$ cat src/logic/bfs_pkg.sv
/*
 Constants, types and carriers of the buck fault supervisor.
 Assumes one 10 MHz clock; voltages are unsigned codes of 1 mV per step.
*/
package bfs_pkg;
   localparam int CLK_FREQ_HZ = 10_000_000;
   localparam int MV_W = 12;
   localparam int CNT_W = 12;
   localparam int TRIM_W = 8;
   localparam int TICK_US = 1;
   localparam int TICK_CYC = CLK_FREQ_HZ / 1_000_000 * TICK_US;
   localparam int SOFT_SLEW_MV_PER_US = 1;
   localparam int DVS_SLEW_MV_PER_US = 8;
   localparam int PG_DELAY_US = 200;
   localparam int PG_DELAY_CYC = CLK_FREQ_HZ / 1_000_000 * PG_DELAY_US;
   localparam int UV_QUAL_US = 200;
   localparam int UV_QUAL_CYC = CLK_FREQ_HZ / 1_000_000 * UV_QUAL_US;
   localparam int INTEG_HOLD_US = 20;
   localparam int INTEG_HOLD_CYC = CLK_FREQ_HZ / 1_000_000 * INTEG_HOLD_US;
   localparam logic [MV_W:0] UV_MARGIN_MV = 13'h00C8;
   localparam logic [MV_W:0] OV_MARGIN_MV = 13'h012C;
   localparam logic [MV_W-1:0] LS_CUTOFF_MV = 12'h064;
   localparam logic signed [TRIM_W-1:0] TRIM_LIMIT_MV = 8'sh37;
   localparam logic [MV_W-1:0] ZERO_MV = 12'h000;

   typedef logic [MV_W-1:0] bfs_mv_t;

   typedef enum logic [2:0] {
      ST_OFF,
      ST_SOFT_START,
      ST_PG_WAIT,
      ST_RUN,
      ST_SOFT_STOP,
      ST_FAULT
   } bfs_state_e;

   typedef struct packed {
      logic err_cmp;
      logic thermal_trip;
      logic high_side_off;
      logic low_side_off;
   } bfs_sense_s;
endpackage

$ cat src/logic/bfs_supervisor.sv
/*
 Sequencing, power-good, fault latch and gate interlock of a buck controller.
 Assumes synchronous voltage codes, one clock and power-on reset on I_RST.
*/
`timescale 1ns/100ps
module bfs_supervisor (
   input wire logic I_CLK,
   input wire logic I_RST,
   input wire logic I_ENABLE,
   input wire logic I_BIAS_OK,
   input wire logic I_OVP_ENABLE,
   input wire logic I_SKIP_MODE,
   input wire bfs_pkg::bfs_mv_t I_REFERENCE_INPUT_LEVEL,
   input wire bfs_pkg::bfs_mv_t I_FEEDBACK_SENSE,
   input wire bfs_pkg::bfs_sense_s I_SENSE,
   input wire logic I_PWM_HIGH,
   input wire logic I_PWM_LOW,
   input wire logic signed [bfs_pkg::TRIM_W-1:0] I_INTEG_REQ,
   output logic [bfs_pkg::MV_W-1:0] O_TARGET,
   output logic O_HIGH_SIDE_GATE,
   output logic O_LOW_SIDE_GATE,
   output logic O_POWER_GOOD_FLAG_OUT,
   output logic O_POWER_GOOD_FLAG_OE,
   output logic O_INTEG_SHORT,
   output logic signed [bfs_pkg::TRIM_W-1:0] O_INTEG_TRIM,
   output logic O_FAULT,
   output logic O_FORCED_PWM
);
   bfs_pkg::bfs_state_e state_q, state_d;
   bfs_pkg::bfs_sense_s sense_m_q, sense_q;
   logic err_prev_q, ovp_q, uv_stop_q, seen_q, hs_prev_q, ls_prev_q;
   logic [bfs_pkg::CNT_W-1:0] tick_cnt_q, pg_cnt_q, uv_cnt_q, integ_cnt_q;
   bfs_pkg::bfs_mv_t target_q, goal, step, target_d;
   logic [bfs_pkg::MV_W:0] fb_w, tg_w;
   logic tick, active, switching, under, over_raw, over, uv_done, thermal;
   logic err_edge, settled, down_step, integ_done, start_ok, fault_evt;
   logic stopping, forced, cmd_hs, cmd_ls, hs_d, ls_d, pg_oe_d;
   logic signed [bfs_pkg::TRIM_W-1:0] trim_d;

   always_ff @(posedge I_CLK or posedge I_RST) begin
      if (I_RST) begin
         sense_m_q <= '0;
         sense_q <= '0;
         err_prev_q <= 1'b0;
      end else begin
         sense_m_q <= I_SENSE;
         sense_q <= sense_m_q;
         err_prev_q <= sense_q.err_cmp;
      end
   end

   assign thermal = sense_q.thermal_trip;
   assign err_edge = sense_q.err_cmp != err_prev_q;
   assign tick = tick_cnt_q == bfs_pkg::CNT_W'(bfs_pkg::TICK_CYC - 1);
   assign active = state_q != bfs_pkg::ST_OFF && state_q != bfs_pkg::ST_FAULT;
   assign switching = active;
   assign stopping = state_q == bfs_pkg::ST_SOFT_STOP;
   assign fb_w = {1'b0, I_FEEDBACK_SENSE};
   assign tg_w = {1'b0, target_q};
   assign under = fb_w + bfs_pkg::UV_MARGIN_MV < tg_w;
   assign over_raw = fb_w > tg_w + bfs_pkg::OV_MARGIN_MV;
   assign over = I_OVP_ENABLE && over_raw && active;
   assign uv_done = under
      && uv_cnt_q == bfs_pkg::CNT_W'(bfs_pkg::UV_QUAL_CYC - 1);
   assign start_ok = I_ENABLE && I_BIAS_OK && !O_FAULT && !thermal;
   assign fault_evt = active && (over || (thermal && I_BIAS_OK) || uv_done);

   assign goal = stopping ? bfs_pkg::ZERO_MV : I_REFERENCE_INPUT_LEVEL;
   assign step = (state_q == bfs_pkg::ST_SOFT_START || stopping)
      ? bfs_pkg::MV_W'(bfs_pkg::SOFT_SLEW_MV_PER_US)
      : bfs_pkg::MV_W'(bfs_pkg::DVS_SLEW_MV_PER_US);
   assign target_d = !active ? bfs_pkg::ZERO_MV
      : !tick ? target_q
      : (target_q < goal) ? ((goal - target_q > step) ? target_q + step : goal)
      : ((target_q - goal > step) ? target_q - step : goal);

   always_comb begin
      state_d = state_q;
      unique case (state_q)
         bfs_pkg::ST_OFF: begin
            if (start_ok) begin
               state_d = bfs_pkg::ST_SOFT_START;
            end
         end
         bfs_pkg::ST_SOFT_START: begin
            if (!I_ENABLE) begin
               state_d = bfs_pkg::ST_SOFT_STOP;
            end else if (target_q == I_REFERENCE_INPUT_LEVEL) begin
               state_d = bfs_pkg::ST_PG_WAIT;
            end
         end
         bfs_pkg::ST_PG_WAIT: begin
            if (!I_ENABLE || uv_done) begin
               state_d = bfs_pkg::ST_SOFT_STOP;
            end else if (pg_cnt_q ==
                  bfs_pkg::CNT_W'(bfs_pkg::PG_DELAY_CYC - 1)) begin
               state_d = bfs_pkg::ST_RUN;
            end
         end
         bfs_pkg::ST_RUN: begin
            if (!I_ENABLE || uv_done) begin
               state_d = bfs_pkg::ST_SOFT_STOP;
            end
         end
         bfs_pkg::ST_SOFT_STOP: begin
            if (target_q == bfs_pkg::ZERO_MV) begin
               state_d = bfs_pkg::ST_OFF;
            end
         end
         bfs_pkg::ST_FAULT: begin
            if (!I_ENABLE) begin
               state_d = bfs_pkg::ST_OFF;
            end
         end
      endcase
      // overvoltage or thermal stop at once
      if (active && (over || thermal)) begin
         state_d = bfs_pkg::ST_FAULT;
      end
      if (!I_BIAS_OK) begin
         state_d = bfs_pkg::ST_OFF;
      end
   end

   assign down_step = state_q == bfs_pkg::ST_RUN && I_SKIP_MODE
      && I_REFERENCE_INPUT_LEVEL < target_q;
   assign settled = target_q == I_REFERENCE_INPUT_LEVEL;
   assign integ_done = seen_q
      && integ_cnt_q == bfs_pkg::CNT_W'(bfs_pkg::INTEG_HOLD_CYC - 1);
   assign trim_d = (O_INTEG_SHORT || down_step) ? '0
      : (I_INTEG_REQ > bfs_pkg::TRIM_LIMIT_MV) ? bfs_pkg::TRIM_LIMIT_MV
      : (I_INTEG_REQ < -bfs_pkg::TRIM_LIMIT_MV) ? -bfs_pkg::TRIM_LIMIT_MV
      : I_INTEG_REQ;

   // skip in soft-start, forced in soft-stop
   assign forced = stopping
      || (state_q != bfs_pkg::ST_SOFT_START && !I_SKIP_MODE);
   assign cmd_hs = switching && !over && !thermal && I_BIAS_OK && I_PWM_HIGH;
   // both gates low on thermal trip unless overvoltage, which turns the low gate on
   assign cmd_ls = over ? 1'b1
      : (!I_BIAS_OK || thermal) ? 1'b0
      : (state_q == bfs_pkg::ST_FAULT) ? ovp_q
      : (!switching) ? 1'b0
      : (stopping && uv_stop_q && target_q < bfs_pkg::LS_CUTOFF_MV) ? 1'b0
      : forced ? !I_PWM_HIGH
      : I_PWM_LOW;
   assign hs_d = cmd_hs && !cmd_ls && !O_LOW_SIDE_GATE && !ls_prev_q
      && sense_q.low_side_off;
   assign ls_d = cmd_ls && !O_HIGH_SIDE_GATE && !hs_prev_q
      && sense_q.high_side_off;
   assign pg_oe_d = !(state_q == bfs_pkg::ST_RUN && state_d == bfs_pkg::ST_RUN
      && !under && !over_raw);

   always_ff @(posedge I_CLK or posedge I_RST) begin
      if (I_RST) begin
         state_q <= bfs_pkg::ST_OFF;
         tick_cnt_q <= '0;
         target_q <= bfs_pkg::ZERO_MV;
      end else begin
         state_q <= state_d;
         tick_cnt_q <= tick ? '0 : tick_cnt_q + 1'b1;
         target_q <= target_d;
      end
   end

   always_ff @(posedge I_CLK or posedge I_RST) begin
      if (I_RST) begin
         pg_cnt_q <= '0;
         uv_cnt_q <= '0;
      end else begin
         pg_cnt_q <= (state_q == bfs_pkg::ST_PG_WAIT) ? pg_cnt_q + 1'b1 : '0;
         uv_cnt_q <= (under && (state_q == bfs_pkg::ST_PG_WAIT
            || state_q == bfs_pkg::ST_RUN) && !uv_done) ? uv_cnt_q + 1'b1 : '0;
      end
   end

   // fault latch, set wins over clear
   always_ff @(posedge I_CLK or posedge I_RST) begin
      if (I_RST) begin
         O_FAULT <= 1'b0;
         ovp_q <= 1'b0;
         uv_stop_q <= 1'b0;
      end else begin
         O_FAULT <= fault_evt || (O_FAULT && I_ENABLE);
         ovp_q <= over || (ovp_q && I_ENABLE);
         uv_stop_q <= (active && uv_done) || (uv_stop_q && active);
      end
   end

   always_ff @(posedge I_CLK or posedge I_RST) begin
      if (I_RST) begin
         O_INTEG_SHORT <= 1'b0;
         seen_q <= 1'b0;
         integ_cnt_q <= '0;
      end else begin
         O_INTEG_SHORT <= active && (down_step || (O_INTEG_SHORT && !integ_done));
         seen_q <= !down_step && O_INTEG_SHORT && !integ_done
            && (seen_q || (settled && err_edge));
         integ_cnt_q <= (seen_q && !down_step && !integ_done)
            ? integ_cnt_q + 1'b1 : '0;
      end
   end

   always_ff @(posedge I_CLK or posedge I_RST) begin
      if (I_RST) begin
         O_HIGH_SIDE_GATE <= 1'b0;
         O_LOW_SIDE_GATE <= 1'b0;
         hs_prev_q <= 1'b0;
         ls_prev_q <= 1'b0;
         O_POWER_GOOD_FLAG_OE <= 1'b1;
         O_POWER_GOOD_FLAG_OUT <= 1'b0;
         O_INTEG_TRIM <= '0;
         O_FORCED_PWM <= 1'b0;
         O_TARGET <= bfs_pkg::ZERO_MV;
      end else begin
         O_HIGH_SIDE_GATE <= hs_d;
         O_LOW_SIDE_GATE <= ls_d;
         hs_prev_q <= O_HIGH_SIDE_GATE;
         ls_prev_q <= O_LOW_SIDE_GATE;
         O_POWER_GOOD_FLAG_OE <= pg_oe_d;
         O_POWER_GOOD_FLAG_OUT <= 1'b0;
         O_INTEG_TRIM <= trim_d;
         O_FORCED_PWM <= forced && switching;
         O_TARGET <= target_d;
      end
   end
endmodule

$ cat config.mk
export PLATFORM = sky130hd
export DESIGN_NAME = bfs_supervisor
export DESIGN_NICKNAME = d
export VERILOG_FILES = /design/src/logic/bfs_pkg.sv /design/src/logic/bfs_supervisor.sv
export SDC_FILE = /design/constraint.sdc
export NUM_CORES = 1
export LEC_CHECK = 0
export BUFFER_PORTS_ARGS = -buffer_cell sky130_fd_sc_hd__buf_2
export CAP_MARGIN = 10
export CORE_MARGIN = 2
export CORE_UTILIZATION = 55
export DETAILED_ROUTE_END_ITERATION = 16
export GPL_TIMING_DRIVEN = 0
export PLACE_DENSITY = 0.75
export SYNTH_ARGS = -nofsm -noshare
export SYNTH_HDL_FRONTEND = slang
export SYNTH_SLANG_ARGS = --single-unit
export TNS_END_PERCENT = 20
$ cat constraint.sdc
create_clock -name I_CLK -period 11.15 [get_ports I_CLK]
set_clock_uncertainty 0.05 [all_clocks]
set_input_delay 2.23 -clock I_CLK [delete_from_list [all_inputs] [get_ports I_CLK]]
set_output_delay 2.23 -clock I_CLK [all_outputs]
set_load 0.05 [all_outputs]
==> metrics.md <==
| Metric | Value |
|---|---|
| Net switching power | `516 µW` |
| Peak Freq | `approximately 180 MHz` |
| Initial antenna violation count | `1` |
| Root buffer cell | `clkbuf_16` |
| DR iter-0 viols | `a little under 500` |
| Overflow after GRT | `0` |
| Vias per cell | `5.85` |
| Tightest Pin Transition | `0.855 ns` |
| Most area-consuming cells after synthesis | `dfrtp_1, ha_1, xnor2_1, nor2_1, a21oi_1` |
| Placeable Area | `12600 µm²` |
| # diodes | `0` |
| DP Worst Slack | `about 5.4 ns` |
| Max Cap Violations | `0` |
| Switch share | `between 40% and 50%` |
| Layout area overhead | `12.6%` |
| 1st-pass router iterations | `5` |
| Global Route Usage Sum | `26.2%` |
| Setup Total Neg Slack | `0 ns` |
| Final setup violation count | `0` |
| Syn Std Cell Area | `7060 µm²` |
| Minimum clock period | `5.52 ns` |
| Die X-Extent | `117 µm` |
| Count leader, synth | `dfrtp_1` |
| Yosys cell types | `66` |
| Clock share of power | `about a quarter` |
| Slowest CP cell | `clkbuf_1` |
| Fraction of layout cells with a size suffix above 1 | `11.9%` |
| Max VDD drop | `0.124 mV` |
| Seq/Total Area, Yosys | `32.3%` |
| Largest net degree at the start of global routing | `72` |
| EDFF count, synth | `0` |
| Max Slew Vio Count | `0` |
| Post-route cell area | `about 7900 µm²` |
| Post-synth top area cell | `dfrtp_1` |
| Latest clock arrival within the worst-skew pair | `0.34 ns` |
| Cell Pwr Density | `159 nW/µm²` |
| Hold buffers post-CTS | `0` |
| RSZ-0062 raised after global routing | `no` |
| Post-cts repair resize count | `0` |
| H-tree level count | `3` |
| Share of the synthesized area in the top cell type | `31.9%` |
| Final hold slack | `0.297 ns` |
| Fin. Hold Viols | `0` |
| Pwr Total | `1.26 mW` |
| Routed vias | `6316` |
| Synth Flop Type | `dfrtp_1` |
| Endpoint class of the critical path | `flop` |
| Combinational share of power | `47.7%` |
| IO buf count | `69` |
| # IOs | `71` |
| CTS buffer count | `9` |
| Routed wire per std cell | `16.3 µm` |
| Routed Antenna Nets | `0` |
| CP cell instances | `buf_2 -> nand2_1 -> inv_1 -> ha_1 -> nor2b_1 -> o21ai_0 -> nor2b_1 -> xnor2_1 -> ha_1 -> a21o_1 -> a221o_1 -> nor4_1 -> nand4_1 -> nand2b_1 -> clkbuf_1 -> o22ai_1 -> o31ai_1` |
| Cells after Synth | `823` |
| CTS tree | `built` |
| CP max FO | `10` |
| Final WL | `around 18000 µm` |
| Fin crit share | `around 49%` |
| Yosys Warn Count | `0` |
| WP buf/inv | `3` |
| Crit Path Category | `in -> reg` |
| Status | `finished, final reports clean` |
| Syn Nets | `about 950` |
| Placed Area | `between 7000 and 8000 µm²` |
| Critical Path RT | `11.33 ns` |
| Flop pwr share | `28.2%` |
| Die H | `about 120 µm` |
| Avg Synthesized Cell Area | `between 8 and 9 µm²` |
| Maximum root-to-sink buffer count | `2` |
| Clock sinks | `91` |
| Layout Nets | `~1000` |
| Cell Rows | `41` |
| CP max stage delay | `0.43 ns` |
| Overall die area | `13800 µm²` |
| Top cells by count, synth | `dfrtp_1, nor2_1, ha_1, a21oi_1, nand2_1` |
| Final RePlAce weighted congestion | `slightly below 0.9` |
| DR DRC count | `0` |
| DP HPWL | `13400 µm` |
| First-pass GRT wire length | `29800 µm` |
| Hold Crit Class | `reg -> reg` |
| Initial Utilization | `56.2%` |
| Setup bufs post-CTS | `0` |
| Internal | `748 µW` |
| Crit path max-delay family | `compound AO/OA/AOI/OAI gates` |
| Startpoint types | `input port` |
| Worst setup margin | `around 5.6 ns` |
| Register bit total from synthesis | `a little over 90` |
| Clock transition at path regs | `0.07 ns` |
| Vias in the first global route | `6133` |
| Slew margin rel. | `42.9%` |
| Crit path DAT | `~5.7 ns` |
| Leakage Power | `3.60 nW` |
| Ys async rst share | `100%` |
cells by family (layout without fill, tap and decap cells):
| logic type | count (synthesis) | count (layout) | share of synthesized area (%) |
|---|---|---|---|
| buffers and inverters | 83 | 168 | 4.70 |
| multiplexers | 6 | 6 | 1.03 |
| adder cells (fa/ha/maj) | 78 | 78 | 14.0 |
| flip-flops | 91 | 91 | 32.3 |
| other | 1 | 1 | 0.0531 |
| AO/OA/AOI/OAI | 187 | 187 | 16.9 |
| AND/OR/NAND/NOR | 298 | 298 | 21.3 |
| XOR/XNOR | 79 | 79 | 9.80 |
per-stage QoR:
stage,util (%),instances
3_5_place_dp,60.9,1065
3_3_place_gp,60.6,1064
6_report,63.2,1080
4_1_cts,63.2,1080
2_1_floorplan,-,823
5_1_grt,63.2,1080
final cells by class:
class | instances | area [µm²]
fillers | 1104 | 4620
plain buffers | 29 | 129
repair buffers | 70 | 373
clock inverters | 5 | 61.3
multi-input cells | 649 | 4460
inverters | 54 | 205
well taps | 172 | 215
clock buffers | 10 | 229
flip-flops and latches | 91 | 2280
state kept, by name (all words and copies together) (netlist names):
register,flops
O_FAULT,1
O_FORCED_PWM,1
O_HIGH_SIDE_GATE,1
O_INTEG_SHORT,1
O_INTEG_TRIM,8
O_LOW_SIDE_GATE,1
O_POWER_GOOD_FLAG_OE,1
O_TARGET,12
err_prev_q,1
hs_prev_q,1
integ_cnt_q,12
ls_prev_q,1
ovp_q,1
pg_cnt_q,12
seen_q,1
sense_m_q,4
sense_q,3
state_q,3
thermal,1
tick_cnt_q,12
uv_cnt_q,12
uv_stop_q,1
per-layer routing:
metal | wire (µm) | part of all wire [%] | up-vias | global-route usage [%]
met5 | 11 | 0.062 | - | 0
met4 | 314 | 1.8 | 2 | 7.23
met3 | 1200 | 6.8 | 36 | 6.27
met2 | 8110 | 46 | 221 | 41.6
met1 | 8000 | 45 | 2985 | 35.8
li1 | - | - | 3072 | -
placed cells by master (no fill, tap or decap), drive strengths merged, types with 41 or more instances in the layout:
cell	instances
a21oi	58
inv	53
buf	77
dfrtp	90
nand3	41
o21ai	43
nor2	86
ha	76
nand2	52
xnor2	51
worst paths after layout:
check                                            from                              to  slack (ns)  depth (start not counted)
min in group asynchronous                       I_RST       O_INTEG_TRIM[3]$_DFF_PP0_        1.78                          2
min reg2reg                    sense_m_q[1]$_DFF_PP0_            sense_q[1]$_DFF_PP0_        0.30                          0
max reg2reg                      state_q[2]$_DFF_PP0_         O_TARGET[1]$_DFFE_PP0P_        5.80                         20
max                        I_REFERENCE_INPUT_LEVEL[1]         O_TARGET[1]$_DFFE_PP0P_        5.63                         17
min                            sense_m_q[1]$_DFF_PP0_            sense_q[1]$_DFF_PP0_        0.30                          0
max in group asynchronous                       I_RST  O_POWER_GOOD_FLAG_OE$_DFF_PP1_        8.61                          3
power by group through the flow:
stage                     Clock, mW  Sequential [mW]  Combinational (mW)
final                         0.305            0.356               0.603
after global routing          0.321            0.357               0.671
after CTS                     0.308            0.356               0.593
after detailed placement          0            0.361               0.589
after global placement            0            0.361               0.581
after floorplan                   0            0.386               0.426
No activity file was read; power rests on OpenSTA's default activity.
